$ cat config.mk
export PLATFORM = sky130hd
export DESIGN_NAME = dal_locator
export DESIGN_NICKNAME = d
export VERILOG_FILES = /design/src/inc/dal_pkg.sv /design/src/rtl/dal_locator.sv
export VERILOG_INCLUDE_DIRS = /design/src /design/src/inc
export SDC_FILE = /design/constraint.sdc
export NUM_CORES = 1
export LEC_CHECK = 0
export BUFFER_PORTS_ARGS = -buffer_cell sky130_fd_sc_hd__buf_2
export CORE_MARGIN = 10
export CORE_UTILIZATION = 40
export CTS_CLUSTER_DIAMETER = 80
export DETAILED_ROUTE_END_ITERATION = 12
export PLACE_DENSITY = 0.63
export RECOVER_POWER = 50
export SETUP_SLACK_MARGIN = 0.1
export SLEW_MARGIN = 30
export SYNTH_ARGS = -nofsm -noshare
export SYNTH_HDL_FRONTEND = slang
export SYNTH_SLANG_ARGS = --single-unit
$ cat constraint.sdc
create_clock -name clk_i -period 3.7 [get_ports clk_i]
set_input_delay 0.185 -clock clk_i [delete_from_list [all_inputs] [get_ports clk_i]]
set_output_delay 0.185 -clock clk_i [all_outputs]
set_load 0.005 [all_outputs]
$ cat src/inc/dal_consts.svh
`ifndef DAL_CONSTS_SVH
`define DAL_CONSTS_SVH

// ****************************************************************
// Register offsets (byte addresses on the 32-bit register port)
// ****************************************************************
`define DAL_OFS_CTRL 8'h00
`define DAL_OFS_ADDR 8'h04
`define DAL_OFS_CMD 8'h08
`define DAL_OFS_STATUS 8'h0C
`define DAL_OFS_XFER_LO 8'h10
`define DAL_OFS_XFER_HI 8'h14

// ****************************************************************
// Field positions and reset values
// ****************************************************************
`define DAL_CMD_REF_BIT 0
`define DAL_CMD_READ_BIT 1
`define DAL_CMD_WRITE_BIT 2
`define DAL_CTRL_RST 3'h1
`define DAL_ADDR_RST 15'h4000
`define DAL_GROUP_RST 2'h0
`define DAL_INDEX_ALL_ONES 12'hFFF

// ****************************************************************
// Timing: figures in ns, counts derived from the clock period
// ****************************************************************
`define DAL_CLK_PERIOD_NS 100
`define DAL_PH1_AFTER_PH0_NS 2000
`define DAL_PH3_AFTER_PH1_NS 4000
`define DAL_GROUP_SETTLE_NS 32000
`define DAL_PH1_CYC (`DAL_PH1_AFTER_PH0_NS / `DAL_CLK_PERIOD_NS)
`define DAL_PH3_CYC (`DAL_PH3_AFTER_PH1_NS / `DAL_CLK_PERIOD_NS)
`define DAL_SETTLE_CYC ((`DAL_GROUP_SETTLE_NS + `DAL_CLK_PERIOD_NS - 1) / `DAL_CLK_PERIOD_NS)

`endif

$ cat src/inc/dal_pkg.sv
`default_nettype none
package dal_pkg;

    // Sequencer states, one-hot
    typedef enum logic [4:0] {
        DAL_IDLE = 5'b00001,
        DAL_SETTLE = 5'b00010,
        DAL_READ = 5'b00100,
        DAL_WARM = 5'b01000,
        DAL_WRITE = 5'b10000
    } dal_state_t;

    // Drum-side outputs travelling together
    typedef struct packed {
        logic [3:0] group_en;
        logic coincidence;
        logic read_pulse;
        logic write_pulse;
        logic phase3;
    } dal_drum_out_t;

    // Command word fields
    typedef struct packed {
        logic write_req;
        logic read_req;
        logic reference_req;
    } dal_cmd_t;

endpackage

`default_nettype wire

$ cat src/rtl/dal_locator.sv
// The strobed register port and the register addresses were chosen for this implementation.
`timescale 1ns/10ps
`default_nettype none
`include "dal_consts.svh"

module dal_locator #(
    parameter int PH1_CYC = `DAL_PH1_CYC,
    parameter int PH3_CYC = `DAL_PH3_CYC,
    parameter int SETTLE_CYC = `DAL_SETTLE_CYC,
    parameter int HEADS = 36
) (
    input wire logic clk_i,
    input wire logic reset_n_i,
    input wire logic [7:0] reg_addr_i,
    input wire logic [31:0] reg_wdata_i,
    input wire logic reg_wr_i,
    input wire logic reg_rd_i,
    output logic [31:0] reg_rdata_o,
    input wire logic drum_timing_i,
    input wire logic mark_notch_i,
    input wire logic [HEADS-1:0] head_data_i,
    output var dal_pkg::dal_drum_out_t drum_o
);
    import dal_pkg::*;

    // ****************************************************************
    // Elaboration checks
    // ****************************************************************
    generate
        if (PH1_CYC < 1 || PH3_CYC < 1 || PH1_CYC + PH3_CYC > 255) begin : g_bad_phase
            $error("phase spacing out of range");
        end
        if (SETTLE_CYC < 1 || SETTLE_CYC > 4095) begin : g_bad_settle
            $error("settle count out of range");
        end
        if (HEADS != 36) begin : g_bad_heads
            $error("transfer register is laid out for 36 heads");
        end
    endgenerate

    // ****************************************************************
    // Declarations
    // ****************************************************************
    logic [1:0] timing_sync_q;
    logic [1:0] notch_sync_q;
    logic [HEADS-1:0] head_meta_q;
    logic [HEADS-1:0] head_sync_q;
    logic timing_last_q;
    logic [7:0] phase_cnt_q;
    logic [7:0] phase_cnt_d;
    logic [2:0] ctrl_q;
    logic [14:0] addr_q;
    logic [11:0] index_q;
    logic [11:0] index_d;
    logic preload_q;
    logic lockout_q;
    logic advance_q;
    logic [1:0] group_q;
    logic [11:0] settle_q;
    logic [35:0] xfer_q;
    logic [31:0] rdata_q;
    dal_state_t state_q;
    dal_state_t state_d;
    dal_drum_out_t drum_q;

    // ****************************************************************
    // Drum input synchronisers
    // ****************************************************************
    // Two stages on every pin input; only the second stage is read by logic
    always_ff @(posedge clk_i or negedge reset_n_i) begin
        if (!reset_n_i) begin
            timing_sync_q <= 2'h0;
            notch_sync_q <= 2'h0;
            timing_last_q <= 1'b0;
        end else begin
            timing_sync_q <= {timing_sync_q[0], drum_timing_i};
            notch_sync_q <= {notch_sync_q[0], mark_notch_i};
            timing_last_q <= timing_sync_q[1];
        end
    end

    // Head sense lines, one synchroniser per head
    genvar gi;
    generate
        for (gi = 0; gi < HEADS; gi++) begin : g_head_sync
            always_ff @(posedge clk_i or negedge reset_n_i) begin
                if (!reset_n_i) begin
                    head_meta_q[gi] <= 1'b0;
                    head_sync_q[gi] <= 1'b0;
                end else begin
                    head_meta_q[gi] <= head_data_i[gi];
                    head_sync_q[gi] <= head_meta_q[gi];
                end
            end
        end
    endgenerate

    // ****************************************************************
    // Phase pulse distributor
    // ****************************************************************
    // Each timing pulse edge is phase0; phase1 and phase3 follow at fixed spacing
    wire timing_edge = timing_sync_q[1] & ~timing_last_q;
    wire phase0 = timing_edge;
    wire phase1 = ~timing_edge && (phase_cnt_q == 8'(PH1_CYC));
    wire phase3 = ~timing_edge && (phase_cnt_q == 8'(PH1_CYC + PH3_CYC));
    wire mark_pulse = timing_edge & notch_sync_q[1];

    // Counter restarts on every timing edge and parks after phase3
    always_comb begin
        phase_cnt_d = phase_cnt_q;
        if (timing_edge) begin
            phase_cnt_d = 8'h01;
        end else if (phase_cnt_q != 8'h00) begin
            phase_cnt_d = phase3 ? 8'h00 : phase_cnt_q + 8'h01;
        end
    end

    always_ff @(posedge clk_i or negedge reset_n_i) begin
        if (!reset_n_i) begin
            phase_cnt_q <= 8'h00;
        end else begin
            phase_cnt_q <= phase_cnt_d;
        end
    end

    // ****************************************************************
    // Address interlace
    // ****************************************************************
    // Control code to shift amount; unsupported codes are refused on write
    function automatic logic [3:0] shift_of(input logic [2:0] sel);
        case (sel)
            3'h0: shift_of = 4'h0;
            3'h1: shift_of = 4'h2;
            3'h2: shift_of = 4'h3;
            3'h3: shift_of = 4'h4;
            3'h4: shift_of = 4'h5;
            3'h5: shift_of = 4'h6;
            default: shift_of = 4'h0;
        endcase
    endfunction

    wire [3:0] shift_amt = shift_of(ctrl_q);
    wire [23:0] angle_dbl = {addr_q[11:0], addr_q[11:0]} << shift_amt;
    wire [11:0] angle_remap = angle_dbl[23:12];
    wire [1:0] req_group = addr_q[13:12];

    // ****************************************************************
    // Register port decode
    // ****************************************************************
    wire wr_ctrl = reg_wr_i && (reg_addr_i == `DAL_OFS_CTRL);
    wire wr_addr = reg_wr_i && (reg_addr_i == `DAL_OFS_ADDR);
    wire wr_cmd = reg_wr_i && (reg_addr_i == `DAL_OFS_CMD);
    wire wr_xfer = reg_wr_i && (reg_addr_i == `DAL_OFS_XFER_LO);
    wire ctrl_ok = reg_wdata_i[2:0] <= 3'h5;
    dal_cmd_t cmd;
    assign cmd = reg_wdata_i[2:0];
    wire idle = (state_q == DAL_IDLE);
    // Reference plus exactly one of read or write, only while idle
    wire start_read = wr_cmd && idle && cmd.reference_req && cmd.read_req
                      && !cmd.write_req;
    wire start_write = wr_cmd && idle && cmd.reference_req && cmd.write_req
                       && !cmd.read_req;
    wire group_change = (start_read || start_write) && (req_group != group_q);

    // ****************************************************************
    // Location control
    // ****************************************************************
    wire writing = (state_q == DAL_WRITE);
    wire write_armed = (state_q == DAL_WARM) || writing;
    wire load_ones = phase0 & preload_q;
    wire adv_ph0 = phase0 & ~preload_q & ~writing;
    wire adv_ph1 = phase1 & write_armed;
    wire index_inc = adv_ph0 | adv_ph1;
    wire wrap_carry = index_inc && (index_q == `DAL_INDEX_ALL_ONES);
    // Probes compare the count before it advances
    wire probe_read = adv_ph0 && (state_q == DAL_READ) && !lockout_q;
    wire probe_write = adv_ph1 && !lockout_q;
    wire angle_eq = (index_q == angle_remap);
    wire read_hit = probe_read & angle_eq;
    wire write_hit = probe_write & angle_eq;

    // Index counter next value
    always_comb begin
        index_d = index_q;
        if (load_ones) begin
            index_d = `DAL_INDEX_ALL_ONES;
        end else if (index_inc) begin
            index_d = index_q + 12'h001;
        end
    end

    // Preload, lockout and advance flags; a mark wins over the preload clear
    always_ff @(posedge clk_i or negedge reset_n_i) begin
        if (!reset_n_i) begin
            index_q <= 12'h000;
            preload_q <= 1'b0;
            lockout_q <= 1'b1;
            advance_q <= 1'b0;
        end else begin
            index_q <= index_d;
            preload_q <= mark_pulse | (preload_q & ~load_ones);
            lockout_q <= load_ones | (lockout_q ^ wrap_carry);
            advance_q <= adv_ph1 | (advance_q & ~(load_ones | adv_ph0));
        end
    end

    // ****************************************************************
    // Reference sequencer
    // ****************************************************************
    always_comb begin
        state_d = state_q;
        case (state_q)
            DAL_IDLE: begin
                if (start_read) begin
                    state_d = group_change ? DAL_SETTLE : DAL_READ;
                end else if (start_write) begin
                    state_d = DAL_WARM;
                end
            end
            DAL_SETTLE: begin
                if (settle_q == 12'h001) begin
                    state_d = DAL_READ;
                end
            end
            DAL_READ: begin
                if (read_hit) begin
                    state_d = DAL_IDLE;
                end
            end
            DAL_WARM: begin
                if (write_hit) begin
                    state_d = DAL_IDLE;
                end else if (adv_ph1) begin
                    state_d = DAL_WRITE;
                end
            end
            DAL_WRITE: begin
                if (write_hit) begin
                    state_d = DAL_IDLE;
                end
            end
            default: begin
                state_d = DAL_IDLE;
            end
        endcase
    end

    always_ff @(posedge clk_i or negedge reset_n_i) begin
        if (!reset_n_i) begin
            state_q <= DAL_IDLE;
        end else begin
            state_q <= state_d;
        end
    end

    // Head recovery hold-off after a group switch on read
    always_ff @(posedge clk_i or negedge reset_n_i) begin
        if (!reset_n_i) begin
            settle_q <= 12'h000;
        end else if (start_read && group_change) begin
            settle_q <= 12'(SETTLE_CYC);
        end else if (settle_q != 12'h000) begin
            settle_q <= settle_q - 12'h001;
        end
    end

    // ****************************************************************
    // Group selection and software registers
    // ****************************************************************
    always_ff @(posedge clk_i or negedge reset_n_i) begin
        if (!reset_n_i) begin
            group_q <= `DAL_GROUP_RST;
            ctrl_q <= `DAL_CTRL_RST;
            addr_q <= `DAL_ADDR_RST;
        end else begin
            if (group_change) begin
                group_q <= req_group;
            end
            if (wr_ctrl && ctrl_ok && idle) begin
                ctrl_q <= reg_wdata_i[2:0];
            end
            if (wr_addr && idle) begin
                addr_q <= reg_wdata_i[14:0];
            end
        end
    end

    // Transfer register: ones only on a read hit; a hit wins over the clear
    always_ff @(posedge clk_i or negedge reset_n_i) begin
        if (!reset_n_i) begin
            xfer_q <= 36'h0;
        end else if (read_hit) begin
            xfer_q <= xfer_q | head_sync_q;
        end else if (wr_xfer) begin
            xfer_q <= 36'h0;
        end
    end

    // ****************************************************************
    // Drum outputs
    // ****************************************************************
    // One-hot group enable from the selector, pulses on a hit
    always_ff @(posedge clk_i or negedge reset_n_i) begin
        if (!reset_n_i) begin
            drum_q <= '0;
        end else begin
            drum_q.group_en <= 4'h1 << group_q;
            drum_q.coincidence <= read_hit | write_hit;
            drum_q.read_pulse <= read_hit;
            drum_q.write_pulse <= write_hit;
            drum_q.phase3 <= phase3;
        end
    end

    assign drum_o = drum_q;

    // ****************************************************************
    // Read data path
    // ****************************************************************
    wire [31:0] status_word = {12'h000, (state_q == DAL_SETTLE), group_q, write_armed,
                               (state_q == DAL_READ), advance_q, preload_q, lockout_q,
                               index_q};
    wire [31:0] rd_mux =
        (reg_addr_i == `DAL_OFS_CTRL) ? {29'h0, ctrl_q} :
        (reg_addr_i == `DAL_OFS_ADDR) ? {17'h0, addr_q} :
        (reg_addr_i == `DAL_OFS_STATUS) ? status_word :
        (reg_addr_i == `DAL_OFS_XFER_LO) ? xfer_q[31:0] :
        (reg_addr_i == `DAL_OFS_XFER_HI) ? {28'h0, xfer_q[35:32]} : 32'h0;

    // Data stands only in the cycle after the read strobe
    always_ff @(posedge clk_i or negedge reset_n_i) begin
        if (!reset_n_i) begin
            rdata_q <= 32'h0;
        end else begin
            rdata_q <= reg_rd_i ? rd_mux : 32'h0;
        end
    end

    assign reg_rdata_o = rdata_q;

endmodule

`default_nettype wire

# After elaboration in Yosys (flattened, before gate mapping)
# Cells that the tools add are included.
op_classes:
  n_addsub: 3
  magnitude_cmp: 1
  eq_ne: 26
  n_shift: 2
  mux: 25
  bitwise_logic: 24
  n_reduce_logical: 34
op_table:
  columns: ["op", "count"]
  rows:
  - ["$mux 32", 5]
  - ["$mux 36", 2]
  - ["$mux 12", 4]
  - ["$or 36x36->36", 1]
  - ["$mux 5", 7]
  - ["$pmux 5 s5", 1]
  - ["$eq 8x5->1 const B", 3]
  - ["$mux 8", 3]
  - ["$shl 24x4->24", 1]
  - ["$logic_and 1x1->1", 21]
  - ["$eq 8x4->1 const B", 2]
  - ["$pmux 3 s5", 1]
  - ["$add 12x1->12 const B", 1]
  - ["$eq 12x1->1 const B", 1]
  - ["$eq 12x12->1", 1]
  - ["$eq 12x12->1 const B", 1]
  - ["$reduce_bool 12->1", 1]
  - ["$sub 12x1->12 const B", 1]
  - ["$and 1x1->1", 10]
  - ["$add 8x1->8 const B", 1]
  - ["$eq 8x3->1 const B", 1]
  - ["$eq 8x6->1 const B", 1]
  - ["$logic_not 8->1", 1]
  - ["$reduce_bool 2->1", 4]
  - ["other kinds (24)", 40]
totals:
  ff_bits: 213
  in_bits: 82
  elab_cells: 207

# Logic depth before layout (Yosys ltp)
# Gate-level depths: netlist (run 1).
depth:
  word_depth: 11
  ltp_mapped: 14
  mapped_depth_nobuf: 11

# Worst setup path before layout (run 1)
# OpenSTA, ideal clock, no wires.
synth_path:
  kind: "reg-to-reg"
  startpoint: "register ctrl_q[1]"
  endpoint: "register xfer_q[17]"
  setup_ns: 0.080
  t_arrival_ns: 3.287
  slack_ns: 0.333
  stages_incl_launch_ff: 13
  n_path_buf: 2
  path_cell_list: "dfrtp_1 -> inv_1 -> ha_1 -> and2_1 -> o41ai_4 -> mux4_2 -> xnor2_1 -> o2111ai_1 -> nor4b_2 -> nand3_2 -> buf_6 -> buf_6 -> o22ai_2"
synth_via:
  elab_chain_len: 6
  word_cells_on_any_way: 11
  classes_between: "eq/ne: 6; shift: 1; mux: 2; bitwise: 1; reduce/logical: 1"
synth_rtl:
  columns: ["element", "line_no", "text"]
  rows:
  - ["from (decl)", "dal_locator.sv:51", "logic [2:0] ctrl_q;"]
  - ["from (signal assigned)", "dal_locator.sv:273", "ctrl_q <= `DAL_CTRL_RST;"]
  - ["from (signal assigned)", "dal_locator.sv:280", "ctrl_q <= reg_wdata_i[2:0];"]
  - ["$eq 3x3->1, or another cell as far along", "dal_locator.sv:131", "case (sel)"]
  - ["$pmux 3 s5 (*)", "dal_locator.sv:131", null]
  - ["$shl 24x4->24 (*)", "dal_locator.sv:143", "wire [23:0] angle_dbl = {addr_q[11:0], addr_q[11:0]} << shift_amt;"]
  - ["$eq 12x12->1 (*)", "dal_locator.sv:178", "wire angle_eq = (index_q == angle_remap);"]
  - ["$and 1x1->1 (*)", "dal_locator.sv:179", "wire read_hit = probe_read & angle_eq;"]
  - ["$mux 36 / $reduce_bool 2->1 (equally long branches)", null, null]
  - ["to (signal assigned)", "dal_locator.sv:293", "xfer_q <= xfer_q | head_sync_q;"]
  - ["to (decl)", "dal_locator.sv:60", "logic [35:0] xfer_q;"]
# Every way passes the cells marked *; elsewhere a longest branch is shown, timed or not.
# A chain may end at the register's enable or synchronous reset.

# Final worst setup path (run 1)
layout_path:
  startpoint: "register ctrl_q[1]"
  endpoint: "register xfer_q[3]"
# The elaborated chain is that of the path after synthesis.

==> results of run 1 <==
layer usage:
| layer | vias to the layer above | wire (um) |
|---|---|---|
| met3 | 28 | 1102 |
| met4 | 2 | 295 |
| met5 | - | 13 |
| met2 | 134 | 10240 |
| li1 | 2934 | - |
| met1 | 3032 | 9099 |
power groups by stage:
stage / combinational [W] / sequential, W / clock, W
after global placement: 0.000606 / 0.00275 / 0
after CTS: 0.000670 / 0.00272 / 0.00246
final: 0.000689 / 0.00273 / 0.00239
after floorplan: 0.000465 / 0.00268 / 0
after global routing: 0.000781 / 0.00275 / 0.00256
after detailed placement: 0.000623 / 0.00276 / 0
cell usage in the layout, fill, tap and decap left out, types with 6 or more instances in the layout:
master	instances
a21o_1	7
a21oi_1	19
a222oi_1	11
and2_1	14
and3_1	11
buf_2	97
buf_4	27
clkbuf_1	12
clkbuf_16	24
dfrtp_1	208
dlygate4sd3_1	53
inv_1	81
mux2_2	18
mux2_4	7
mux2i_1	13
nand2_1	41
nand2b_1	7
nand3_1	15
nor2_1	63
nor2b_1	11
nor3_1	12
o21ai_0	14
o22ai_1	8
o22ai_2	30
or3_1	6
xnor2_1	11
xor2_1	20
worst paths after layout:
check | endpoint | depth (start not counted) | startpoint
worst max-delay path | xfer_q[3] | 13 | ctrl_q[1]
max in group asynchronous | ctrl_q[2] | 3 | reset_n_i
min in group asynchronous | head_meta_q[10] | 2 | reset_n_i
worst max register to register | xfer_q[3] | 13 | ctrl_q[1]
worst min-delay path | addr_q[1] | 2 | reg_wdata_i[1]
worst min register to register | head_sync_q[21] | 0 | head_meta_q[21]
final cells by class:
| class | instances | area, um^2 | share of cell area |
|---|---|---|---|
| Clock buffer | 33 | 684.4 | 0.06038 |
| Sequential cell | 213 | 5336 | 0.4707 |
| Timing Repair Buffer | 190 | 1341 | 0.1183 |
| Clock inverter | 11 | 133.9 | 0.01181 |
| Tap cell | 280 | 350.3 | 0.03091 |
| Inverter | 83 | 311.5 | 0.02748 |
| Multi-Input combinational cell | 421 | 3178 | 0.2804 |
stage by stage:
step	power [W]	util	cells	setup slack [ns]
after global routing	0.006094	0.5178	1231	0.09511
final	0.005801	0.5178	1231	0.2917
after detailed placement	0.003385	0.4499	1121	0.1640
after global placement	0.003359	0.4499	1121	0.2184
after floorplan	0.003141	-	742	0.3332
after CTS	0.005847	0.5115	1218	0.1380
repair_timing:
item / CTS / global route
hold buffers: 53 / 0
hold endpoints to repair: 170 / 0
endpoints found under the setup margin: 0 / 42
gates resized for setup: 0 / 6
setup buffers: 0 / 10
state kept, by name, summed over array words and instances, names as in the netlist, named ones only:
name	count
settle_q	12
timing_sync_q	2
ctrl_q	3
phase_cnt_q	8
notch_sync_q	2
timing_last_q	1
lockout_q	1
head_meta_q	36
addr_q	15
head_sync_q	36
group_q	2
xfer_q	36
state_q	5
advance_q	1
drum_o	8
reg_rdata_o	32
index_q	12
cells by family (layout without fill, tap and decap cells):
| kind of cell | Yosys count | in the layout | synth area share |
|---|---|---|---|
| fa+ha+maj | 6 | 6 | 0.008408 |
| simple gates | 210 | 211 | 0.1209 |
| buf+inv | 110 | 317 | 0.05367 |
| xor+xnor | 32 | 32 | 0.03223 |
| flops | 213 | 213 | 0.5975 |
| mux | 44 | 44 | 0.06292 |
| compound gates | 127 | 128 | 0.1243 |
==> reports/results.tsv, run 1 <==
stage	metric	value	unit
routing	DR vias/cell	4.980	
routing	Final ANT Viol Nets	0	
placed_design	Post-DP HPWL	14090	um
global_routing	first-pass GRT wire length	33040	um
sta	Peak Freq	293.4	MHz
global_routing	met3 GRT Util	0.03219	
cells_and_area	ANT cells	0	
setup_path	Setup crit start kind	flip-flop	
power_and_ir_drop	sw power	0.001508	W
floorplan	Cell Rows	54	
routing	TritonRoute pass-1 iters	6	
cts	Num CTS Buffers	24	
power_and_ir_drop	sw frac	0.2600	
power_and_ir_drop	Flop pwr share	0.470	
synthesis	Synth area leader	dfrtp_1	
routing	DRT iter0 DRCs	404	
placed_design	GPL Wtd Cong	0.8746	
cells_and_area	final net count	1021	
routing	drt wl/cell	16.86	um
floorplan	Die Ht	169.4	um
sta	Worst-Margin Slew	2.107	ns
synthesis	ys async rst share	1.000	
synthesis	Synth area leaders	dfrtp_1 59%, o22ai_2 4.2%, inv_1 3.4%	
placed_design	Cell Area, Placed	9849	um^2
cts	Max clock buf depth	3	
setup_path	critical-path maximum fanout	30	
global_routing	GRT met1 Usage	0.1844	
synthesis	synth cell count leaders	209 x dfrtp_1, 81 x inv_1, 63 x nor2_1	
setup_path	Arr. time, crit path	3.83	ns
power_and_ir_drop	combinational fraction of design power	0.119	
setup_path	Slowest Stage Delay on Critical Path	0.49	ns
setup_path	setup slack, reg-to-reg	0.29	ns
global_routing	met2 Use GR	0.2319	
status	failing checks	max-capacitance violations, max-slew violations	
sta	TNS Setup	0	ns
synthesis	most frequent cell after synthesis	dfrtp_1	
cells_and_area	layout cells sized above 1	0.2660	
sta	Worst slew margin	-0.4048	
synthesis	Yosys reg bits	213	
global_routing	GR Overflow Total	0	
floorplan	full die area	28700	um^2
global_routing	largest net degree at the start of global routing	120	
setup_path	WP data required	4.12	ns
status	status	finished, violations left	
synthesis	YS warnings	0	
sta	fin. max-slew vios	37	
sta	fin crit period	3.408	ns
cts	TritonCTS clock tree	done	
sta	Setup violations, final	0	
power_and_ir_drop	leakage power figure	5.474	nW
floorplan	DIE WIDTH	169.4	um
synthesis	Seq/Total Area, Yosys	0.5975	
synthesis	share of the synthesized area in the top cell type	0.5858	
routing	final WL	20750	um
setup_path	crit path cell chain	inv_1 > ha_4 > and2_1 > o41a_1 > nand2_1 > o22ai_1 > or3b_2 > a21oi_1 > nor4b_4 > buf_4 > nand3_2 > buf_12 > o22ai_1	
global_routing	GR peak layer	met2	
global_routing	overall routing resource usage	0.1407	
cells_and_area	Post-Layout Inst Area	11340	um^2
sta	period utilization	0.9212	
routing	number of remaining DRC errors	0	
cts	TritonCTS Sinks	213	
cells_and_area	fillers	1956	
synthesis	post-synth net total	830	
cts	clk_lat worst skew	0.52	ns
synthesis	EDFF count, synth	0	
floorplan	CORE AREA	21890	um^2
synthesis	Mapped Cells	742	
sta	Worst Clk Skew	0.02176	ns
power_and_ir_drop	clock share of power	0.411	
worst_hold_path	Hold Crit Class	input pin to flip-flop	
routing	Vias	6130	
floorplan	Starting Density	0.4079	
synthesis	syn avg cell area	12.03	um^2
cells_and_area	area delta synth->final	26.96	%
cts	clock root buffer	clkbuf_16	
sta	Hold WS	0.03284	ns
synthesis	post-synthesis cell type count	66	
synthesis	ys flop type	dfrtp_1	
power_and_ir_drop	power density cells	511.7	nW/um^2
floorplan	IO Pins	122	
sta	Hold Vio Cnt, Final	0	
sta	RSZ-0062 raised after global routing	false	
placed_design	IO Port Bufs	104	
global_routing	vias in the first global route	6300	
global_routing	initial antenna violation count	1	
setup_path	critical path's top delay family	simple AND/OR/NAND/NOR gates	
setup_path	WS Path Type	flip-flop to flip-flop	
setup_path	CP most frequent cell	o22ai_1	
cts	H-tree lvl count	1	
setup_path	Crit-path slowest cell	o41a_1	
setup_path	Buf+Inv Stages, Crit Path	3	
synthesis	Post-Syn Area	8929	um^2
run	MaxCap Viol Count	1	
power_and_ir_drop	VDD IR max	302.7	uV
power_and_ir_drop	Internal Power	0.004293	W
setup_path	Crit. End Element	flip-flop	
cts	CTS clk-pin slew, worst paths	0.06	ns
Note: power is estimated with default switching activity, not from simulation.
==> inputs of run 2 (changes only) <==
==> constraint.sdc (replaced) <==
create_clock -name clk_i -period 3.4 [get_ports clk_i]
set_input_delay 0.17 -clock clk_i [delete_from_list [all_inputs] [get_ports clk_i]]
set_output_delay 0.17 -clock clk_i [all_outputs]
set_load 0.005 [all_outputs]
==> run 2 against run 1 <==
  * The run still ends with max-capacitance violations, max-slew violations left
  * First-iteration DRC count is 14% higher
  * Register-to-register slack worse by 0.20 ns
  * Worst setup slack worse by 0.20 ns
  * Die area stayed put
  * Via count is 0.96% higher
  * Clock power is 5% higher
  * Sequential share of layout area is 1.1 points lower
  * Global-route usage is 0.18 points higher
  * Critical path type unchanged
  * Critical endpoint is now xfer_q[16]
==> reports/results.tsv, run 2 (synthesis gave the netlist of run 1 again) <==
stage	metric	value	unit	change
status	status	finished, violations left		
status	failing checks	max-capacitance violations, max-slew violations		
cells_and_area	area of the multi-input gates	3319	um^2	+4.4%
sta	fin crit period	3.311	ns	-0.09726 ns
routing	final WL	20990	um	+1.1%
setup_path	WP data required	3.83	ns	-0.29 ns
cells_and_area	Top Registers	head_meta_q (36), head_sync_q (36), xfer_q (36)		
floorplan	full die area	28700	um^2	unchanged
setup_path	Setup crit start kind	flip-flop		
placed_design	Post-Place Setup Slack	-0.02053	ns	-0.1845 ns
run	MaxCap Viol Count	1		unchanged
placed_design	IO Port Bufs	104		unchanged
power_and_ir_drop	power density cells	541.6	nW/um^2	+5.8%
global_routing	initial antenna violation count	1		unchanged
cts	CTS clk-pin slew, worst paths	0.06	ns	about the same
cells_and_area	fillers	1926		-1.5%
cells_and_area	final net count	1035		+1.4%
placed_design	Cell Area, Placed	9947	um^2	+0.99%
global_routing	first-pass GRT wire length	33640	um	+1.8%
floorplan	Starting Density	0.4079		unchanged
setup_path	Crit. End Element	flip-flop		
power_and_ir_drop	Flop pwr share	0.472		+0.002
floorplan	IO Pins	122		unchanged
floorplan	Die Ht	169.4	um	unchanged
cts	TritonCTS Sinks	213		unchanged
placed_design	GPL Wtd Cong	0.8949		+2.3%
setup_path	critical-path maximum fanout	15		-50%
cells_and_area	most frequent cells in the layout	207 x dfrtp_1, 96 x buf_2, 80 x inv_1		
sta	final setup margin	0.08892	ns	-0.2027 ns
global_routing	vias in the first global route	6456		+2.5%
global_routing	overall routing resource usage	0.1426		+0.001824
routing	Final ANT Viol Nets	0		unchanged
sta	Worst Clk Skew	0.01482	ns	-0.006940 ns
floorplan	Cell Rows	54		unchanged
routing	DR vias/cell	4.971		-0.17%
setup_path	Arr. time, crit path	3.74	ns	-0.09 ns
cells_and_area	area delta synth->final	30.17	%	
global_routing	GR Overflow Total	0		unchanged
sta	RSZ-0062 raised after global routing	true		
floorplan	CORE AREA	21890	um^2	unchanged
cells_and_area	ANT cells	0		unchanged
cts	TritonCTS clock tree	done		
sta	Hold Vio Cnt, Final	0		unchanged
global_routing	largest net degree at the start of global routing	110		-8.3%
cells_and_area	most common cell after layout, fill and taps aside	dfrtp_1		
sta	period utilization	0.9738		+0.05267
floorplan	DIE WIDTH	169.4	um	unchanged
cts	H-tree lvl count	1		unchanged
sta	Worst slew margin	-0.3143		+0.09047
routing	drt wl/cell	16.86	um	about the same
power_and_ir_drop	VDD IR max	319.6	uV	+5.6%
power_and_ir_drop	leakage power figure	5.606	nW	+2.4%
routing	Vias	6189		+0.96%
routing	TritonRoute pass-1 iters	5		-1
power_and_ir_drop	sw power	0.001636	W	+8.5%
cts	clock root buffer	clkbuf_16		
worst_hold_path	Hold Crit Class	input pin to flip-flop		
sta	fin. max-slew vios	39		+5.4%
sta	Worst-Margin Slew	1.972	ns	-0.1357 ns
placed_design	Post-DP HPWL	14130	um	+0.33%
sta	Peak Freq	302.0	MHz	+2.9%
cells_and_area	Register Area	5338	um^2	about the same
cells_and_area	layout cells sized above 1	0.2974		+0.03137
setup_path	WS Path Type	flip-flop to flip-flop		
power_and_ir_drop	combinational fraction of design power	0.128		+0.009
routing	number of remaining DRC errors	0		unchanged
power_and_ir_drop	sw frac	0.2599		about the same
sta	Setup violations, final	0		unchanged
routing	DRT iter0 DRCs	461		+14%
cts	Max clock buf depth	3		unchanged
cells_and_area	Post-Layout Inst Area	11620	um^2	+2.5%
cts	clk_lat worst skew	0.51	ns	about the same
power_and_ir_drop	clock share of power	0.400		-0.011
cts	Num CTS Buffers	24		unchanged
power_and_ir_drop	Internal Power	0.004658	W	+8.5%
-- run 2: path summary, 6_finish.rpt --
check                                         to       startpoint  slack [ns]  cells after the start
worst max-delay path                  xfer_q[16]        ctrl_q[2]        0.09                     13
worst min-delay path                   addr_q[1]   reg_wdata_i[1]        0.05                      2
worst max register to register        xfer_q[16]        ctrl_q[2]        0.09                     13
worst min register to register   head_sync_q[14]  head_meta_q[14]        0.34                      0
max in group asynchronous        reg_rdata_o[27]        reset_n_i        0.75                      3
min in group asynchronous       timing_sync_q[0]        reset_n_i        0.31                      2
-- run 2: critical path, cell delays in order (launching register included) --
cell and delay [ns]:
dfrtp_2 0.47, buf_12 0.15, xor2_4 0.16, and2_4 0.26
buf_12 0.12, mux2_4 0.30, mux4_2 0.52, xnor2_2 0.15
nand4_1 0.14, nor4b_4 0.22, buf_4 0.19, nand3_4 0.13
clkbuf_16 0.27, o22ai_2 0.15
-- run 2: power by group through the flow --
stage               clock (W)  sequential [W]  combinational [W]
global placement            0         0.00300           0.000679
detailed placement          0         0.00300           0.000690
finish                0.00252         0.00297           0.000806
floorplan                   0         0.00292           0.000517
CTS                   0.00260         0.00296           0.000754
global route          0.00270         0.00300           0.000908
-- run 2: routing by layer --
metal	global-route usage	up-vias	part of all wire	wire length [um]
met5	0	-	0.00062	13
met4	0.03865	2	0.019	408
met3	0.03150	34	0.056	1179
met2	0.2368	119	0.49	10290
met1	0.1841	3074	0.43	9092
li1	-	2960	-	-
-- run 2: repair_timing --
item | 4_1_cts | 5_1_grt
hold endpoints to repair | 158 | 0
hold buffers | 54 | 0
buffers inserted | 5 | 9
pin swaps | 3 | 3
setup endpoints to repair | 40 | 41
resized for setup | 3 | 25
cloned | 1 | 2
-- run 2: through the flow --
| step | hold slack [ns] | setup TNS (ns) | util | cells | total power (W) |
|---|---|---|---|---|---|
| floorplan | -0.1256 | 0 | - | 742 | 0.003432 |
| global placement | 0.2783 | 0 | 0.4544 | 1130 | 0.003674 |
| detailed placement | 0.2794 | -0.1665 | 0.4544 | 1130 | 0.003689 |
| CTS | 0.002591 | 0 | 0.5186 | 1234 | 0.006310 |
| global route | 0.03235 | -0.8108 | 0.5309 | 1245 | 0.006609 |
| finish | 0.04796 | 0 | 0.5309 | 1245 | 0.006294 |
-- run 2: area by class of cell --
class | instances | area share
Sequential cell | 213 | 0.4593
Multi-Input combinational cell | 420 | 0.2856
Timing Repair Buffer | 205 | 0.1291
Clock inverter | 11 | 0.008289
Tap cell | 280 | 0.03014
Inverter | 83 | 0.02702
Clock buffer | 33 | 0.06061
